$ cat src/design/asrx_params.svh
// Constants of the asynchronous serial receiver: offsets, field positions,
// reset values and oversampling phases. Included by the top module only.
`ifndef ASRX_PARAMS_SVH
`define ASRX_PARAMS_SVH

// Register byte offsets
`define ASRX_OFF_CTRL      8'h00
`define ASRX_OFF_RATE      8'h04
`define ASRX_OFF_WMARK     8'h08
`define ASRX_OFF_STAT      8'h0c
`define ASRX_OFF_DATA      8'h10

// Control register fields
`define ASRX_CTRL_EN       0
`define ASRX_CTRL_LEN9     1
`define ASRX_CTRL_IRQ_EN   2

// Status register fields
`define ASRX_STAT_FULL     0
`define ASRX_STAT_LSE      1
`define ASRX_STAT_PF       2
`define ASRX_STAT_NF       3
`define ASRX_STAT_FE       4
`define ASRX_STAT_AVAIL    5
`define ASRX_STAT_CNT_LSB  8

// Data register flag position (data in bits 8:0)
`define ASRX_DATA_FLAG_LSB 12

// Reset values
`define ASRX_RST_CTRL      3'h0
`define ASRX_RST_RATE      13'h0010
`define ASRX_RST_WMARK     5'h00

// Oversampling phases, counted 1 to 16 within each bit
`define ASRX_PH_FIRST      5'd1
`define ASRX_PH_V1         5'd3
`define ASRX_PH_V2         5'd5
`define ASRX_PH_V3         5'd7
`define ASRX_PH_S1         5'd8
`define ASRX_PH_S2         5'd9
`define ASRX_PH_S3         5'd10
`define ASRX_PH_LAST       5'd16

// Bits per character
`define ASRX_BITS8         4'd8
`define ASRX_BITS9         4'd9

// AXI responses
`define ASRX_RESP_OKAY     2'b00
`define ASRX_RESP_SLVERR   2'b10

`endif

$ cat src/design/asrx_pkg.sv
// Types shared by the asynchronous serial receiver modules.
// Assumes nothing of its surroundings.
package asrx_pkg;

   typedef enum logic [1:0] {
      ST_IDLE,
      ST_START,
      ST_DATA,
      ST_STOP
   } asrx_state_t;

   typedef struct packed {
      logic       fe;
      logic       nf;
      logic       pf;
      logic       sync_err_flag;
      logic [8:0] data;
   } asrx_entry_t;

endpackage

$ cat src/design/asrx_rt_div.sv
// Oversampling clock divider: one-cycle enable at sixteen times the baud rate.
// Assumes a single clock and a divisor held stable while enabled.
module asrx_rt_div #(
   parameter int DIV_W = 13
) (
   input  wire logic             mclk_i,
   input  wire logic             rst_i,
   input  wire logic             en_i,
   input  wire logic [DIV_W-1:0] div_i,
   output logic                  tick_o
);

   if (DIV_W < 2) begin : g_chk
      $error("asrx_rt_div: DIV_W too small");
   end

   typedef struct packed {
      logic [DIV_W-1:0] cnt;
      logic             tick;
   } asrx_div_st_t;

   asrx_div_st_t s_q;
   asrx_div_st_t s_d;

   always_comb begin
      s_d      = s_q;
      s_d.tick = 1'b0;
      if (!en_i) begin
         s_d.cnt = '0;
      end else if ((s_q.cnt + 1'b1) >= div_i || div_i == '0) begin
         s_d.cnt  = '0;
         s_d.tick = 1'b1;
      end else begin
         s_d.cnt = s_q.cnt + 1'b1;
      end
   end

   always_ff @(posedge mclk_i or posedge rst_i) begin
      if (rst_i) begin
         s_q <= '0;
      end else begin
         s_q <= s_d;
      end
   end

   assign tick_o = s_q.tick;

endmodule

$ cat src/design/asrx_fifo.sv
// Receive FIFO in flip-flops with valid/ready on both sides and a word count.
// Assumes a single clock; a push into a full FIFO is refused.
module asrx_fifo #(
   parameter int W     = 13,
   parameter int DEPTH = 16,
   parameter int CW    = $clog2(DEPTH + 1)
) (
   input  wire logic          mclk_i,
   input  wire logic          rst_i,
   input  wire logic          in_valid_i,
   output logic               in_ready_o,
   input  wire logic [W-1:0]  in_data_i,
   output logic               out_valid_o,
   input  wire logic          out_ready_i,
   output logic [W-1:0]       out_data_o,
   output logic [CW-1:0]      count_o
);

   localparam int AW = (DEPTH > 1) ? $clog2(DEPTH) : 1;

   if (DEPTH < 2 || (DEPTH & (DEPTH - 1)) != 0) begin : g_chk
      $error("asrx_fifo: DEPTH must be a power of two of at least 2");
   end

   typedef struct packed {
      logic [DEPTH-1:0][W-1:0] mem;
      logic [AW-1:0]           wr;
      logic [AW-1:0]           rd;
      logic [CW-1:0]           cnt;
   } asrx_fifo_st_t;

   asrx_fifo_st_t s_q;
   asrx_fifo_st_t s_d;
   logic          push;
   logic          pop;

   always_comb begin
      push = in_valid_i && (s_q.cnt != CW'(DEPTH));
      pop  = out_ready_i && (s_q.cnt != '0);
      s_d  = s_q;
      if (push) begin
         s_d.mem[s_q.wr] = in_data_i;
         s_d.wr          = s_q.wr + 1'b1;
      end
      if (pop) begin
         s_d.rd = s_q.rd + 1'b1;
      end
      if (push && !pop) begin
         s_d.cnt = s_q.cnt + 1'b1;
      end else if (pop && !push) begin
         s_d.cnt = s_q.cnt - 1'b1;
      end
   end

   always_ff @(posedge mclk_i or posedge rst_i) begin
      if (rst_i) begin
         s_q <= '0;
      end else begin
         s_q <= s_d;
      end
   end

   assign in_ready_o  = (s_q.cnt != CW'(DEPTH));
   assign out_valid_o = (s_q.cnt != '0);
   assign out_data_o  = s_q.mem[s_q.rd];
   assign count_o     = s_q.cnt;

endmodule

$ cat src/design/asrx_top.sv
// Asynchronous serial receiver with an AXI4-Lite register slave.
// Assumes rxd_i is synchronous to mclk_i; one clock, asynchronous reset.
`include "asrx_params.svh"

module asrx_top #(
   parameter int DIV_W  = 13,
   parameter int FDEPTH = 16
) (
   input  wire logic        mclk_i,
   input  wire logic        rst_i,
   input  wire logic        rxd_i,
   input  wire logic [7:0]  s_axi_awaddr,
   input  wire logic        s_axi_awvalid,
   output logic             s_axi_awready,
   input  wire logic [31:0] s_axi_wdata,
   input  wire logic [3:0]  s_axi_wstrb,
   input  wire logic        s_axi_wvalid,
   output logic             s_axi_wready,
   output logic [1:0]       s_axi_bresp,
   output logic             s_axi_bvalid,
   input  wire logic        s_axi_bready,
   input  wire logic [7:0]  s_axi_araddr,
   input  wire logic        s_axi_arvalid,
   output logic             s_axi_arready,
   output logic [31:0]      s_axi_rdata,
   output logic [1:0]       s_axi_rresp,
   output logic             s_axi_rvalid,
   input  wire logic        s_axi_rready,
   output logic             rx_irq_o
);

   localparam int CW = $clog2(FDEPTH + 1);

   if (DIV_W > 16 || CW > 8) begin : g_chk
      $error("asrx_top: DIV_W or FDEPTH out of range");
   end

   typedef struct packed {
      asrx_pkg::asrx_state_t st;
      logic [4:0]            rt;
      logic [3:0]            bitn;
      logic [2:0]            hist;
      logic [1:0]            smp;
      logic [8:0]            shreg;
      logic                  nf;
      logic                  last_one;
      logic                  prev_s;
      logic                  push;
      asrx_pkg::asrx_entry_t pent;
      logic                  rx_en;
      logic                  len9;
      logic                  irq_en;
      logic [DIV_W-1:0]      rate;
      logic [CW-1:0]         wmark;
      logic                  full;
      logic                  irq;
      logic                  aw_got;
      logic                  w_got;
      logic [7:0]            awaddr;
      logic [31:0]           wdata;
      logic [3:0]            wstrb;
      logic                  awready;
      logic                  wready;
      logic                  bvalid;
      logic [1:0]            bresp;
      logic                  arready;
      logic                  rvalid;
      logic [31:0]           rdata;
      logic [1:0]            rresp;
   } asrx_top_st_t;

   asrx_top_st_t          s_q;
   asrx_top_st_t          s_d;
   logic                  tick;
   logic                  fifo_out_valid;
   logic                  fifo_pop;
   asrx_pkg::asrx_entry_t fifo_head;
   logic [CW-1:0]         fifo_cnt;

   asrx_rt_div #(
      .DIV_W (DIV_W)
   ) u_div (
      .mclk_i (mclk_i),
      .rst_i  (rst_i),
      .en_i   (s_q.rx_en),
      .div_i  (s_q.rate),
      .tick_o (tick)
   );

   // Read-only receive buffer
   // A character that meets a full buffer is dropped
   asrx_fifo #(
      .W     ($bits(asrx_pkg::asrx_entry_t)),
      .DEPTH (FDEPTH),
      .CW    (CW)
   ) u_fifo (
      .mclk_i      (mclk_i),
      .rst_i       (rst_i),
      .in_valid_i  (s_q.push),
      .in_ready_o  (),
      .in_data_i   (s_q.pent),
      .out_valid_o (fifo_out_valid),
      .out_ready_i (fifo_pop),
      .out_data_o  (fifo_head),
      .count_o     (fifo_cnt)
   );

   function automatic logic maj3(input logic [2:0] v);
      return (v[0] & v[1]) | (v[0] & v[2]) | (v[1] & v[2]);
   endfunction

   function automatic logic split3(input logic [2:0] v);
      return (v != 3'b000) && (v != 3'b111);
   endfunction

   logic       s;
   logic [2:0] vs;
   logic       v;
   logic [3:0] nbits;
   logic       ar_take;
   logic       aw_take;
   logic       w_take;
   logic [7:0] wr_addr;

   always_comb begin
      s_d     = s_q;
      s       = rxd_i;
      vs      = {s_q.smp, s};
      v       = maj3(vs);
      nbits   = s_q.len9 ? `ASRX_BITS9 : `ASRX_BITS8;
      ar_take = s_axi_arvalid && s_q.arready;
      aw_take = s_axi_awvalid && s_q.awready;
      w_take  = s_axi_wvalid && s_q.wready;
      wr_addr = s_q.awaddr;
      fifo_pop = ar_take && (s_axi_araddr == `ASRX_OFF_DATA) && fifo_out_valid;
      s_d.push = 1'b0;

      // Receiver, advanced once per oversample enable
      if (!s_q.rx_en) begin
         s_d.st   = asrx_pkg::ST_IDLE;
         s_d.hist = 3'b000;
      end else if (tick) begin
         s_d.prev_s = s;
         s_d.rt     = s_q.rt + 5'd1;
         case (s_q.st)
            asrx_pkg::ST_IDLE: begin
               s_d.hist = {s_q.hist[1:0], s};
               if (s_q.hist == 3'b111 && !s) begin
                  s_d.st       = asrx_pkg::ST_START;
                  s_d.rt       = `ASRX_PH_FIRST + 5'd1;
                  s_d.nf       = 1'b0;
                  s_d.last_one = 1'b0;
                  s_d.shreg    = '0;
               end
            end
            asrx_pkg::ST_START: begin
               if (s_q.rt == `ASRX_PH_V1 || s_q.rt == `ASRX_PH_V2) begin
                  s_d.smp = {s_q.smp[0], s};
               end
               if (s_q.rt == `ASRX_PH_V3) begin
                  if ((32'(vs[0]) + 32'(vs[1]) + 32'(vs[2])) >= 32'd2) begin
                     s_d.st   = asrx_pkg::ST_IDLE;
                     s_d.hist = 3'b000;
                     s_d.nf   = 1'b0;
                  end else if (vs != 3'b000) begin
                     s_d.nf = 1'b1;
                  end
               end
               // Highs at phases 8 to 10 of the start bit only add noise
               if (s_q.rt >= `ASRX_PH_S1 && s_q.rt <= `ASRX_PH_S3 && s) begin
                  s_d.nf = 1'b1;
               end
               // Phase restarts after the start bit
               if (s_q.rt == `ASRX_PH_LAST) begin
                  s_d.st   = asrx_pkg::ST_DATA;
                  s_d.rt   = `ASRX_PH_FIRST;
                  s_d.bitn = 4'd0;
               end
            end
            asrx_pkg::ST_DATA, asrx_pkg::ST_STOP: begin
               if (s_q.rt == `ASRX_PH_S1 || s_q.rt == `ASRX_PH_S2) begin
                  s_d.smp = {s_q.smp[0], s};
               end
               if (s_q.rt == `ASRX_PH_S3 && s_q.st == asrx_pkg::ST_DATA) begin
                  s_d.shreg[s_q.bitn] = v;
                  s_d.last_one        = v;
                  if (split3(vs)) begin
                     s_d.nf = 1'b1;
                  end
               end
               if (s_q.rt == `ASRX_PH_S3 && s_q.st == asrx_pkg::ST_STOP) begin
                  // Frame with its flags into the buffer
                  // Stop sampled at phase 10 of bit nbits+1
                  s_d.push      = 1'b1;
                  s_d.pent.fe   = !v;
                  s_d.pent.nf   = s_q.nf || split3(vs);
                  s_d.pent.pf   = 1'b0;
                  s_d.pent.sync_err_flag  = 1'b0;
                  s_d.pent.data = s_q.len9 ? s_q.shreg : {1'b0, s_q.shreg[7:0]};
                  if (!v && s_q.shreg == 9'h000) begin
                     s_d.pent.data = 9'h000;
                  end
                  s_d.st   = asrx_pkg::ST_IDLE;
                  s_d.hist = 3'b000;
               end else if (s_q.rt == `ASRX_PH_LAST ||
                            (s_q.rt > `ASRX_PH_S3 && s_q.last_one && s_q.prev_s && !s)) begin
                  // Phase 16 or an early edge opens the next bit
                  s_d.rt       = `ASRX_PH_FIRST + ((s_q.rt == `ASRX_PH_LAST) ? 5'd0 : 5'd1);
                  s_d.last_one = (s_q.rt == `ASRX_PH_LAST) ? s_q.last_one : 1'b0;
                  s_d.bitn     = s_q.bitn + 4'd1;
                  if (s_q.bitn + 4'd1 == nbits) begin
                     s_d.st = asrx_pkg::ST_STOP;
                  end
               end else if (s_q.rt < `ASRX_PH_S1 && s_q.last_one && s_q.prev_s && !s) begin
                  s_d.rt       = `ASRX_PH_FIRST + 5'd1;
                  s_d.last_one = 1'b0;
               end
            end
            default: begin
               s_d.st = asrx_pkg::ST_IDLE;
            end
         endcase
      end

      s_d.full = (fifo_cnt > s_q.wmark);
      s_d.irq  = s_d.full && s_q.irq_en;

      // AXI4-Lite write channel
      if (aw_take) begin
         s_d.aw_got  = 1'b1;
         s_d.awaddr  = s_axi_awaddr;
         s_d.awready = 1'b0;
         wr_addr     = s_axi_awaddr;
      end
      if (w_take) begin
         s_d.w_got  = 1'b1;
         s_d.wdata  = s_axi_wdata;
         s_d.wstrb  = s_axi_wstrb;
         s_d.wready = 1'b0;
      end
      if (s_q.bvalid && s_axi_bready) begin
         s_d.bvalid  = 1'b0;
         s_d.awready = 1'b1;
         s_d.wready  = 1'b1;
      end
      if (s_q.aw_got && s_q.w_got && !s_q.bvalid) begin
         s_d.aw_got = 1'b0;
         s_d.w_got  = 1'b0;
         s_d.bvalid = 1'b1;
         s_d.bresp  = `ASRX_RESP_OKAY;
         case (wr_addr)
            `ASRX_OFF_CTRL: begin
               if (s_q.wstrb[0]) begin
                  s_d.rx_en  = s_q.wdata[`ASRX_CTRL_EN];
                  s_d.len9   = s_q.wdata[`ASRX_CTRL_LEN9];
                  s_d.irq_en = s_q.wdata[`ASRX_CTRL_IRQ_EN];
               end
            end
            `ASRX_OFF_RATE: begin
               for (int i = 0; i < DIV_W; i++) begin
                  if (s_q.wstrb[i / 8]) begin
                     s_d.rate[i] = s_q.wdata[i];
                  end
               end
            end
            `ASRX_OFF_WMARK: begin
               if (s_q.wstrb[0]) begin
                  s_d.wmark = s_q.wdata[CW-1:0];
               end
            end
            `ASRX_OFF_STAT, `ASRX_OFF_DATA: begin
               s_d.bresp = `ASRX_RESP_OKAY;
            end
            default: begin
               s_d.bresp = `ASRX_RESP_SLVERR;
            end
         endcase
      end

      // AXI4-Lite read channel
      if (s_q.rvalid && s_axi_rready) begin
         s_d.rvalid  = 1'b0;
         s_d.arready = 1'b1;
      end
      if (ar_take) begin
         s_d.arready = 1'b0;
         s_d.rvalid  = 1'b1;
         s_d.rresp   = `ASRX_RESP_OKAY;
         s_d.rdata   = '0;
         case (s_axi_araddr)
            `ASRX_OFF_CTRL: begin
               s_d.rdata[`ASRX_CTRL_EN]     = s_q.rx_en;
               s_d.rdata[`ASRX_CTRL_LEN9]   = s_q.len9;
               s_d.rdata[`ASRX_CTRL_IRQ_EN] = s_q.irq_en;
            end
            `ASRX_OFF_RATE: begin
               s_d.rdata[DIV_W-1:0] = s_q.rate;
            end
            `ASRX_OFF_WMARK: begin
               s_d.rdata[CW-1:0] = s_q.wmark;
            end
            `ASRX_OFF_STAT: begin
               s_d.rdata[`ASRX_STAT_FULL]  = s_q.full;
               s_d.rdata[`ASRX_STAT_LSE]   = fifo_out_valid && fifo_head.sync_err_flag;
               s_d.rdata[`ASRX_STAT_PF]    = fifo_out_valid && fifo_head.pf;
               s_d.rdata[`ASRX_STAT_NF]    = fifo_out_valid && fifo_head.nf;
               s_d.rdata[`ASRX_STAT_FE]    = fifo_out_valid && fifo_head.fe;
               s_d.rdata[`ASRX_STAT_AVAIL] = fifo_out_valid;
               s_d.rdata[`ASRX_STAT_CNT_LSB +: CW] = fifo_cnt;
            end
            `ASRX_OFF_DATA: begin
               if (fifo_out_valid) begin
                  s_d.rdata[8:0] = fifo_head.data;
                  s_d.rdata[`ASRX_DATA_FLAG_LSB +: 4] =
                     {fifo_head.fe, fifo_head.nf, fifo_head.pf, fifo_head.sync_err_flag};
               end
            end
            default: begin
               s_d.rresp = `ASRX_RESP_SLVERR;
            end
         endcase
      end
   end

   always_ff @(posedge mclk_i or posedge rst_i) begin
      if (rst_i) begin
         s_q         <= '0;
         s_q.st      <= asrx_pkg::ST_IDLE;
         s_q.rt      <= `ASRX_PH_FIRST;
         s_q.rx_en   <= 1'(`ASRX_RST_CTRL >> `ASRX_CTRL_EN);
         s_q.rate    <= DIV_W'(`ASRX_RST_RATE);
         s_q.wmark   <= CW'(`ASRX_RST_WMARK);
         s_q.awready <= 1'b1;
         s_q.wready  <= 1'b1;
         s_q.arready <= 1'b1;
      end else begin
         s_q <= s_d;
      end
   end

   assign s_axi_awready = s_q.awready;
   assign s_axi_wready  = s_q.wready;
   assign s_axi_bvalid  = s_q.bvalid;
   assign s_axi_bresp   = s_q.bresp;
   assign s_axi_arready = s_q.arready;
   assign s_axi_rvalid  = s_q.rvalid;
   assign s_axi_rdata   = s_q.rdata;
   assign s_axi_rresp   = s_q.rresp;
   assign rx_irq_o      = s_q.irq;

endmodule

$ cat config.mk
export PLATFORM = sky130hd
export DESIGN_NAME = asrx_top
export DESIGN_NICKNAME = d
export VERILOG_FILES = /design/src/design/asrx_pkg.sv /design/src/design/asrx_rt_div.sv /design/src/design/asrx_fifo.sv /design/src/design/asrx_top.sv
export VERILOG_INCLUDE_DIRS = /design/src /design/src/design
export SDC_FILE = /design/constraint.sdc
export NUM_CORES = 1
export LEC_CHECK = 0
export BUFFER_PORTS_ARGS = -buffer_cell sky130_fd_sc_hd__buf_2
export CAP_MARGIN = 30
export CORE_ASPECT_RATIO = 0.7
export CORE_MARGIN = 2
export CORE_UTILIZATION = 50
export DETAILED_ROUTE_END_ITERATION = 12
export PLACE_DENSITY = 0.68
export REMOVE_ABC_BUFFERS = 1
export SYNTH_ARGS = -nofsm -noshare
export SYNTH_HDL_FRONTEND = slang
export SYNTH_SLANG_ARGS = --single-unit
$ cat constraint.sdc
create_clock -name mclk_i -period 26.9 [get_ports mclk_i]
set_clock_uncertainty 0.15 [all_clocks]
set_input_delay 1.345 -clock mclk_i [delete_from_list [all_inputs] [get_ports mclk_i]]
set_output_delay 1.345 -clock mclk_i [all_outputs]
set_load 0.03 [all_outputs]
Yosys cells after proc, flatten, opt, wreduce, memory -nomap -nowiden. Cells that the tools add are included.

Magnitude comparators: 12. Bitwise gates (word level): 5. $add $sub $neg: 10. Equal/unequal tests: 42. Reductions and logical operators: 75. Mux-type cells: 80.

Operators with widths (count): 208-bit bitwise mux (1); 13-bit binary-select mux with 4-bit select (1); 13-bit demux with 4-bit select (1); 13-bit 2-to-1 mux (4); 14-bit 2-to-1 mux (3); 42-bit 2-to-1 mux (1); 36-bit 2-to-1 mux (1); 9-bit 2-to-1 mux (4); 1-bit logical AND (33); 11-bit 2-to-1 mux (3); 8-bit by 4-bit equality test with 1-bit output, second input constant (4); 2-bit 2-to-1 mux (12); 4-bit != test, second input constant (6); 3-bit 2-to-1 mux (7); 7-bit case mux with 3 select lines (1); 5-bit 2-to-1 mux (4); 1-bit 2-to-1 mux (18); 3-bit != test, second input constant (6); 9-bit case mux with 2 select lines (1); 2-bit nonzero test (9); 8-bit by 3-bit equality test with 1-bit output, second input constant (2); 8-bit by 5-bit equality test with 1-bit output, second input constant (2); 8-bit logical NOT (2); 2-bit != test, second input constant (8); 56 further kinds (90).

Register bits: 348. Input bits: 60. Output and inout port bits: 42. Word-level logic and storage cells: 279.

Logic depth before layout (Yosys ltp). Gate-level depths: netlist of run 1.

Depth in word-level cells: 12. Mapped depth: 12. Mapped depth without buffers: 12.

Modules after synthesis. A second synthesis of run 1 with hierarchy kept.

Cells, all modules: 1361. Area total of the unflattened synthesis: 17479.3 µm².

By module, submodules not included: asrx_fifo (cells an instance 711, area each 10623.9 µm², seq. area each 5530.3 µm², instances 1); asrx_top (cells an instance 544, area each 5721.7 µm², seq. area each 2783.9 µm², instances 1); asrx_rt_div (cells an instance 106, area each 1133.6 µm², seq. area each 350.3 µm², instances 1).

Worst setup path before layout of run 1. Ideal clock, no wire load.

Path type: in2reg. Start point: input port s_axi_araddr[0]. End point: register u_fifo.s_q, in the netlist u_fifo.count_o[4]. Required time: 26.625 ns. Path buffers: 0. Path slack: 22.857 ns. Arrival: 3.768 ns. Stages on the path: 12. Setup time: 0.125 ns. Cell sequence: or4_1 -> nor2_1 -> nand2_1 -> or2_2 -> ha_1 -> inv_1 -> ha_1 -> a21o_1 -> a21oi_1 -> xnor2_1 -> nor2_1 -> xor2_1.

Word-level cells in the longest chain between the ends: 7. Elaborated cells on any way between the ends: 9. Those cells by class: eq/ne: 1; mux: 1; reduce/logical: 7.

RTL lines: start, declared (line asrx_top.sv:22) `input wire logic [7:0] s_axi_araddr,`; 8-bit by 5-bit equality test with 1-bit output (*); 1-bit logical AND (*) (2 in a row) (line asrx_top.sv:135) `` fifo_pop = ar_take && (s_axi_araddr == `ASRX_OFF_DATA) && fifo_out_valid; ``; 1-bit logical AND (*) (line asrx_fifo.sv:39) `pop = out_ready_i && (s_q.cnt != '0);`; 1-bit logical NOT (line asrx_fifo.sv:48) `if (push && !pop) begin`; 1-bit logical AND (line asrx_fifo.sv:48); 5-bit 2-to-1 mux or 2-bit nonzero test (tied branches); end signal, assigned (line asrx_fifo.sv:57) `s_q <= '0;`; end signal, assigned (line asrx_fifo.sv:59) `s_q <= s_d;`; end, declared (line asrx_fifo.sv:32) `asrx_fifo_st_t s_q;`.

Every way passes the cells marked *; elsewhere a longest branch is shown, timed or not. A chain may end at the register's enable or synchronous reset.

Worst setup path after layout of run 1. Same ends and word-level chain as after synthesis.

==> results of run 1 <==
## layer usage
metal	up-vias	routed length (um)
met5	-	0
met4	0	541
met3	37	1600
met2	184	14700
met1	4848	16600
li1	4370	-
## where the power goes
part           internal [mW]  switching [mW]
Combinational         0.0478          0.0760
Sequential             0.507          0.0270
Clock                  0.269           0.181
Total                  0.824           0.284
## metrics by stage
stage	utilization [%]	hold WS, ps	std cells
after floorplan	-	289	1132
after global placement	52.3	309	1614
after detailed placement	52.5	308	1618
after CTS	56.0	325	1673
after global routing	56.2	357	1675
final	56.2	327	1675
## cell families after synthesis
family | count (synthesis) | share of synthesized area [%]
and+or+nand+nor | 257 | 8.45
DFF | 313 | 51.2
AOI/OAI and AO/OA | 148 | 6.38
other | 1 | 0.0245
buffers and inverters | 147 | 4.73
adders and majority gates | 38 | 3.16
muxes | 288 | 24.5
xor gates and xnor gates | 28 | 1.60
## worst max-delay path, cell delays in order
cell	delay, ps
buf_2	90
or4_1	610
nor2_1	310
nand2_1	110
or2_2	340
ha_1	260
inv_1	120
ha_1	280
a21o_1	190
a21oi_1	180
xnor2_1	140
nor2_1	70
xor2_1	140
## cells in the final DEF, fill, tap and decap left out, types with 6 or more instances in the layout
cell type / netlist / final
nor4_1: 6 / 6
nor3_1: 6 / 6
and2_1: 8 / 8
o21ai_0: 38 / 38
dfrtp_1: 308 / 306
clkinv_2: 0 / 9
buf_2: 22 / 61
xnor2_1: 17 / 17
xor2_1: 11 / 11
nor2b_1: 24 / 24
clkbuf_16: 0 / 31
a21oi_1: 33 / 33
conb_1: 1 / 19
a221oi_1: 7 / 7
inv_1: 40 / 39
buf_4: 36 / 9
nand3_1: 31 / 31
ha_1: 37 / 37
a21o_1: 15 / 15
mux2_2: 220 / 220
nand2_1: 88 / 88
mux4_2: 46 / 46
mux2i_1: 18 / 18
nand2b_1: 7 / 7
nor2_1: 46 / 46
nand4_1: 14 / 14
a22o_1: 11 / 11
## layout make-up
cell class	count	area [sq um]	share of cell area [%]
clock buffers	40	850	5.03
repair buffers	76	488	2.89
multi-input cells	778	6820	40.4
clock inverters	15	203	1.20
inverters	41	161	0.956
well taps	412	515	3.05
flip-flops and latches	313	7840	46.5
## sequential cells by signal, indices dropped and copies added (netlist names), 5 cells and up
| register | cells |
|---|---|
| u_fifo.s_q | 184 |
| u_div.s_q | 13 |
| u_fifo.count_o | 5 |
| s_q | 87 |
| s_axi_rdata | 15 |
## worst paths after layout
path | startpoint | endpoint | slack [ps] | depth (start not counted)
min in group asynchronous | rst_i | u_div.s_q[1] | 720 | 2
max in group asynchronous | rst_i | u_fifo.s_q[5] | 24540 | 3
worst min-delay path | s_q[124] | s_q[124] | 330 | 2
worst min register to register | s_q[124] | s_q[124] | 330 | 2
worst max-delay path | s_axi_araddr[0] | u_fifo.count_o[4] | 23010 | 13
worst max register to register | s_axi_arready | u_fifo.count_o[4] | 23650 | 11
==> flow_results.org, run 1 <==
** Die
- The region available for standard cell placement spans 30000 sq um.
- Die Height :: 150 um
- Initial standard-cell utilization of the core :: 50.9%
- The initialized floorplan defines 53 standard-cell rows.
- Measured along the x axis, the die boundary spans 213 um.
- 102 I/O pins were placed.
- The die covers 32000 sq um.

** Clocking
- The root buffer cell chosen for the clock tree is clkbuf_16.
- The later pin in the worst-skew pair is clocked with a latency of 570 ps.
- CTS H-tree depth :: 1
- Clock tree from TritonCTS :: built
- The number of hold buffers added after CTS was 0.
- Setup repair bufs after CTS :: 0
- Clk sinks :: 313
- In this run the deepest clock path goes through 3 buffers.
- Gates resized during post-CTS repair numbered 0.
- Clock tree synthesis inserted a total of 30 buffers.
- After clock tree synthesis, the clock-pin slew on the worst setup and hold paths is 60 ps.

** Synth
- After synthesis the cells add up to 15300 sq um.
- Most repeated cell in the gate-level netlist after synthesis :: dfrtp_1
- Number of flip-flops and latches in the synthesized netlist :: 313
- Part of the Yosys area used for sequential elements :: 51.2%
- Total number of yosys warnings :: 0
- After synthesis, the share of flip-flops with an asynchronous set or reset is 100%.
- The biggest area contributor in the post-synthesis netlist is dfrtp_1.
- Portion of synthesized cell area occupied by the leading cell type :: 50.4%
- A synthesized cell averages 12.5 sq um.
- In the synthesized netlist the dominant register cell turns out to be dfrtp_1.
- Commonest cells in the netlist :: 308 x dfrtp_1, 220 x mux2_2, 88 x nand2_1
- Synthesis produced a netlist whose cell count is 1220.
- Leading post-synthesis cells by cell area :: dfrtp_1 50%, mux2_2 16%, mux4_2 6.8%
- Yosys mapped a number of flops with a built-in enable equal to 0.
- Post-synthesis cell type count :: 71

** GRT
- met1 is the most crowded layer.
- Total global routing overflow :: 0
- Met1 Track Usage GR :: 33.5%
- Via count of the first global-routing pass :: 9357
- The first global-routing pass estimated 53200 um of wire.
- Entering global routing, the biggest net connects 109 pins.
- In the global route stage, overall resource usage came out at 21.6%.
- The number of antenna violations at the first check in global routing came to 0.
- For this run, global-route usage on met3 was measured as 3.63%.
- Met2 Use GR :: 32.2%

** Pwr
- The analysis attributes to cell leakage a power of 8.00 nW.
- Power per standard cell area :: 65.7 nW/um^2
- Worst voltage drop across the vdd grid :: 0.0436 mV
- Power comes to 1.11 mW.

** Layout
- NumNets Final :: 1338
- Diode count :: 0
- The layout has 2490 filler cells.
- Synth-to-Final Area Change :: 10.3%
- Share of cells above drive strength 1 :: 32.7%
- The finished cells cover 16900 sq um.

** Critical path
- Required time of the worst setup path :: 27190 ps
- Highest fanout seen on the critical path :: 5
- STA classifies the critical path endpoint as a flop.
- Crit Path Class :: input pin to flop
- STA classifies the critical path startpoint as an input pin.
- At the worst endpoint, the arrival time is 4190 ps.

** Placed design
- Number of port buffers :: 61
- Routability-driven placement congestion ratio :: 0.834
- Prior to clock tree synthesis, the placed netlist has a worst setup slack of 22460 ps.
- Post-DP HPWL :: 22200 um
- Once placement finished, the instance area stood at 15800 sq um.

** Hold path
- In this run the worst hold path is classified as flop to flop.

** STA
- The max-slew violation count came to 0.
- After routing, the total negative slack on setup checks comes to 0 ps.
- The total count of hold-check failures in the final report came to 0.
- Setup slack after layout :: 23010 ps
- For the pin with the worst max-slew slack, the measured transition is 1020 ps.
- Relative slew slack :: 31.8%
- Counting I/O delays and the setup requirement, the final critical path takes 3890 ps.
- RSZ-0062 raised after global routing :: no
- Setup violators final :: 0
- Upper clock frequency limit :: 0.257 GHz
- Dividing the final minimum period by the clock period gives 14.5%.

** Route
- Antenna-violating nets left :: 0
- Using the TritonRoute via totals, the vias-per-cell ratio works out to 5.64.
- Summing over every cut layer, the via total after detailed routing is 9439.
- The first detailed-routing pass ran for 5 iterations.
- Total DRC errors in the routed layout :: 0
- After detailed routing, the total wire length is 33400 um.
- In this run, the number of DRC markers left after iteration 0 of detailed routing was 624.
- Routed wire length per instance :: 20.0 um

** Flow run
- Max cap viols :: 0

** Outcome
- The flow ran to the end, and the final reports show no timing, DRC or antenna violations.
(Power assumes the default switching activity.)
==> run 2, diff against run 1 <==
==> constraint.sdc (replaced) <==
create_clock -name mclk_i -period 3.6 [get_ports mclk_i]
set_clock_uncertainty 0.15 [all_clocks]
set_input_delay 0.18 -clock mclk_i [delete_from_list [all_inputs] [get_ports mclk_i]]
set_output_delay 0.18 -clock mclk_i [all_outputs]
set_load 0.03 [all_outputs]
==> flow_results.org, run 2 (synthesized netlist as in run 1, its figures left out) <==
** Layout
- The number of flip-flops under the largest register name is 184 (unchanged).
- The fill cell total of the finished layout was 2445 (-1.8%).
- The number of nets in the finished design was 1401 (+4.7%).
- u_fifo.s_q holds more flip-flops than any other register.
- The library cell used most frequently in the layout, excluding fill and tap cells, is dfrtp_1.
- The fraction of layout cells with a size suffix above 1 was 33.3% (+0.61 points).
- Diode count :: 0 (unchanged)
- The number of standard cells in the final layout excluding fillers came to 1739 (+3.8%).
- Commonest non-fill, non-tap cells in the layout :: 306 x dfrtp_1, 220 x mux2_2, 88 x nand2_1
- Synth-to-Final Area Change :: 13.7%

** Clocking
- Clk sinks :: 313 (unchanged)
- The maximum level of the CTS H-tree came to 1 (unchanged).
- In this run the clock root is driven by a clkbuf_16.
- Total CTS buffers :: 31 (+3.3%)
- Post-cts sizing count :: 0 (unchanged)
- Clock input transition at the sequential cells of the worst setup and hold paths :: 70 ps (about the same)
- Clock tree from TritonCTS :: built
- Clock buffer depth :: 3 (unchanged)
- The clock network latency to the later pin of the worst-skew pair is 580 ps (about the same).

** Critical path
- The critical path goes through buf_4, nor2b_1, a221oi_1, o21ai_0, a2111o_1, dlygate4sd3_1, a21oi_1.
- Reg2Reg Depth :: 7 (-4)
- Data arrival time of the worst path :: 3470 ps (-720 ps)
- Start of the worst register-to-register path :: u_fifo.s_q[7]
- The worst setup path is of the flop to flop kind.
- Slowest CP cell :: dfrtp_2
- The critical path data required time is 3950 ps (-23240 ps).
- The maximum single-stage delay on the critical path was 910 ps (+300 ps).
- Highest fanout seen on the critical path :: 23 (+18)
- Worst setup startpoint :: u_fifo.s_q[7]
- Type of origin of the critical path :: flop
- Critical Path End Type :: flop

** STA
- Total negative setup slack :: 0 ps (unchanged)
- The final worst-path setup slack came to 471 ps (-22540 ps).
- Fin crit share :: 86.9%
- The actual transition at the worst max-transition pin came to 851 ps (-170 ps).
- The normalized max-slew margin is 43.3% (+12 points).
- Post-route worst hold slack :: 39.8 ps (-288 ps)
- The max-slew violation count is 0 (unchanged).
- The final count of negative-setup-slack endpoints is 0 (unchanged).
- Derived from the worst setup path, the maximum achievable clock frequency is 0.320 GHz.
- RSZ-0062 raised after global routing :: no
- The total count of hold-check failures in the final report was 0 (unchanged).
- Counting I/O delays and the setup requirement, the final critical path takes 3130 ps.

** GRT
- Wire length of the first global-routing pass :: 55600 um (+4.5%)
- Antenna violations before repair :: 0 (unchanged)
- The pin count of the biggest net entering global routing was 97 (-11%).
- Total global routing overflow :: 0 (unchanged)
- The total global routing track utilization is 22.6% (+0.96 points).
- The via count of the first global-routing pass came to 9777 (+4.5%).

** Route
- The total vias in the final route is 9880 (+4.7%).
- The number of design-rule violations left by the first detailed-router iteration came to 642 (+2.9%).
- Vias per Instance :: 5.68 (+0.82%)
- Routed wire length per instance :: 20.1 um (+0.46%)
- Total DRC errors in the routed layout :: 0 (unchanged)
- The total wire length was 34900 um (+4.3%).
- Antenna-violating nets left :: 0 (unchanged)
- Number of detailed-route iterations in the first pass :: 5 (unchanged)

** Die
- The effective utilization at floorplan was 50.9% (unchanged).
- Die Footprint :: 32000 sq um (unchanged)
- Count of boundary I/O pins :: 102 (unchanged)
- Die Height :: 150 um (unchanged)
- CORE AREA :: 30000 sq um (unchanged)
- The die width was 213 um (unchanged).
- The total number of placement rows was 53 (unchanged).

** Hold path
- Min-Delay Startpoint :: s_axi_araddr[2]
- The number of cells on the worst hold path came to 4 (+2).
- The tightest min-delay check is of the input pin to flop type.

** Placed design
- Routability-driven placement congestion ratio :: 0.837 (+0.35%)
- The half-perimeter wire length after detailed placement was 23700 um (+6.8%).
- The cell total after placement was 1646 (+1.7%).
- Number of port buffers :: 61 (unchanged)
- The worst-case setup slack after placement was 509 ps (-21950 ps).

** Pwr
- Switching portion of total power :: 26.1% (+0.46 points)
- The share of power burned in the clock network came to 40.3% (-0.3 points).
- The power after layout was 8.34 mW (+650%).
- Share of total power in sequential cells :: 48.0% (-0.2 points)
- Static leakage power :: 8.26 nW (+3.2%)
- The maximum vdd drop was 0.335 mV (+670%).
- Power per standard cell area :: 479 nW/um^2 (+630%)
- Internal power :: 6.16 mW (+650%)
- The combinational power share came to 11.7% (+0.5 points).
- Total net switching power :: 2.18 mW (+670%)

** Outcome
- The flow ran to the end, and the final reports show no timing, DRC or antenna violations.

** Flow run
- Max cap viols :: 0 (unchanged)
==> run 2: cell types whose count changed in the layout (fill, tap and decap cells not counted) <==
cell           before  now
buf_12              0    2
buf_16              2    0
buf_4               9   39
buf_8               4    0
bufinv_16           5    3
clkbuf_1            5    4
clkbuf_8            4    9
clkinv_2            9    7
clkinvlp_4          1    2
dlygate4sd3_1       0   36
inv_6               0    1
==> run 2: area by class of cell <==
| class | count | area [sq um] | share of cell area, % |
|---|---|---|---|
| well taps | 412 | 515 | 2.96 |
| flip-flops and latches | 313 | 7840 | 45.1 |
| clock buffers | 44 | 915 | 5.26 |
| clock inverters | 13 | 149 | 0.856 |
| inverters | 41 | 161 | 0.928 |
| multi-input cells | 778 | 6820 | 39.2 |
| repair buffers | 138 | 998 | 5.74 |
==> run 2: per-layer routing <==
layer	vias up	global-route usage, %	wire [um]
li1	4490	-	-
met4	0	5.03	711
met2	223	32.8	15000
met3	54	3.38	1630
met5	-	0	0
met1	5113	35.6	17500
==> run 2: worst max-delay path, delay by kind of cell, from the launching register on <==
kind                   cells  cell delay, ps
flip-flops                 1             910
AO/OA/AOI/OAI              4            1020
AND/OR/NAND/NOR            1              80
buffers and inverters      2             880
==> run 2: stage by stage <==
stage	util (%)	instance area, sq um
after floorplan	-	14800
after global placement	53.2	16000
after detailed placement	53.2	16000
after CTS	57.9	17400
after global routing	57.9	17400
final	57.9	17400
==> run 2: final timing paths <==
path | to | slack, ps
setup / recovery | s_axi_rdata[4] | 470
hold / removal | s_axi_rdata[8] | 40
setup reg to reg | s_axi_rdata[4] | 470
hold reg to reg | s_q[115] | 330
max in group asynchronous | u_fifo.s_q[28] | 2200
min in group asynchronous | u_div.s_q[6] | 120
==> run 2: repair_timing <==
| action | 4_1_cts | 5_1_grt |
|---|---|---|
| setup endpoints to repair | 0 | 0 |
| endpoints found under the hold margin | 134 | 0 |
| setup buffers | 0 | 0 |
| hold buffers | 36 | 0 |
==> run 2: power groups by stage <==
stage,logic (mW),registers (mW),clock network [mW]
5_1_grt,1.07,4.03,3.56
3_3_place_gp,0.916,4.05,0
6_report,0.978,4.00,3.36
2_1_floorplan,0.503,4.16,0
4_1_cts,0.979,3.99,3.43
3_5_place_dp,0.939,4.05,0
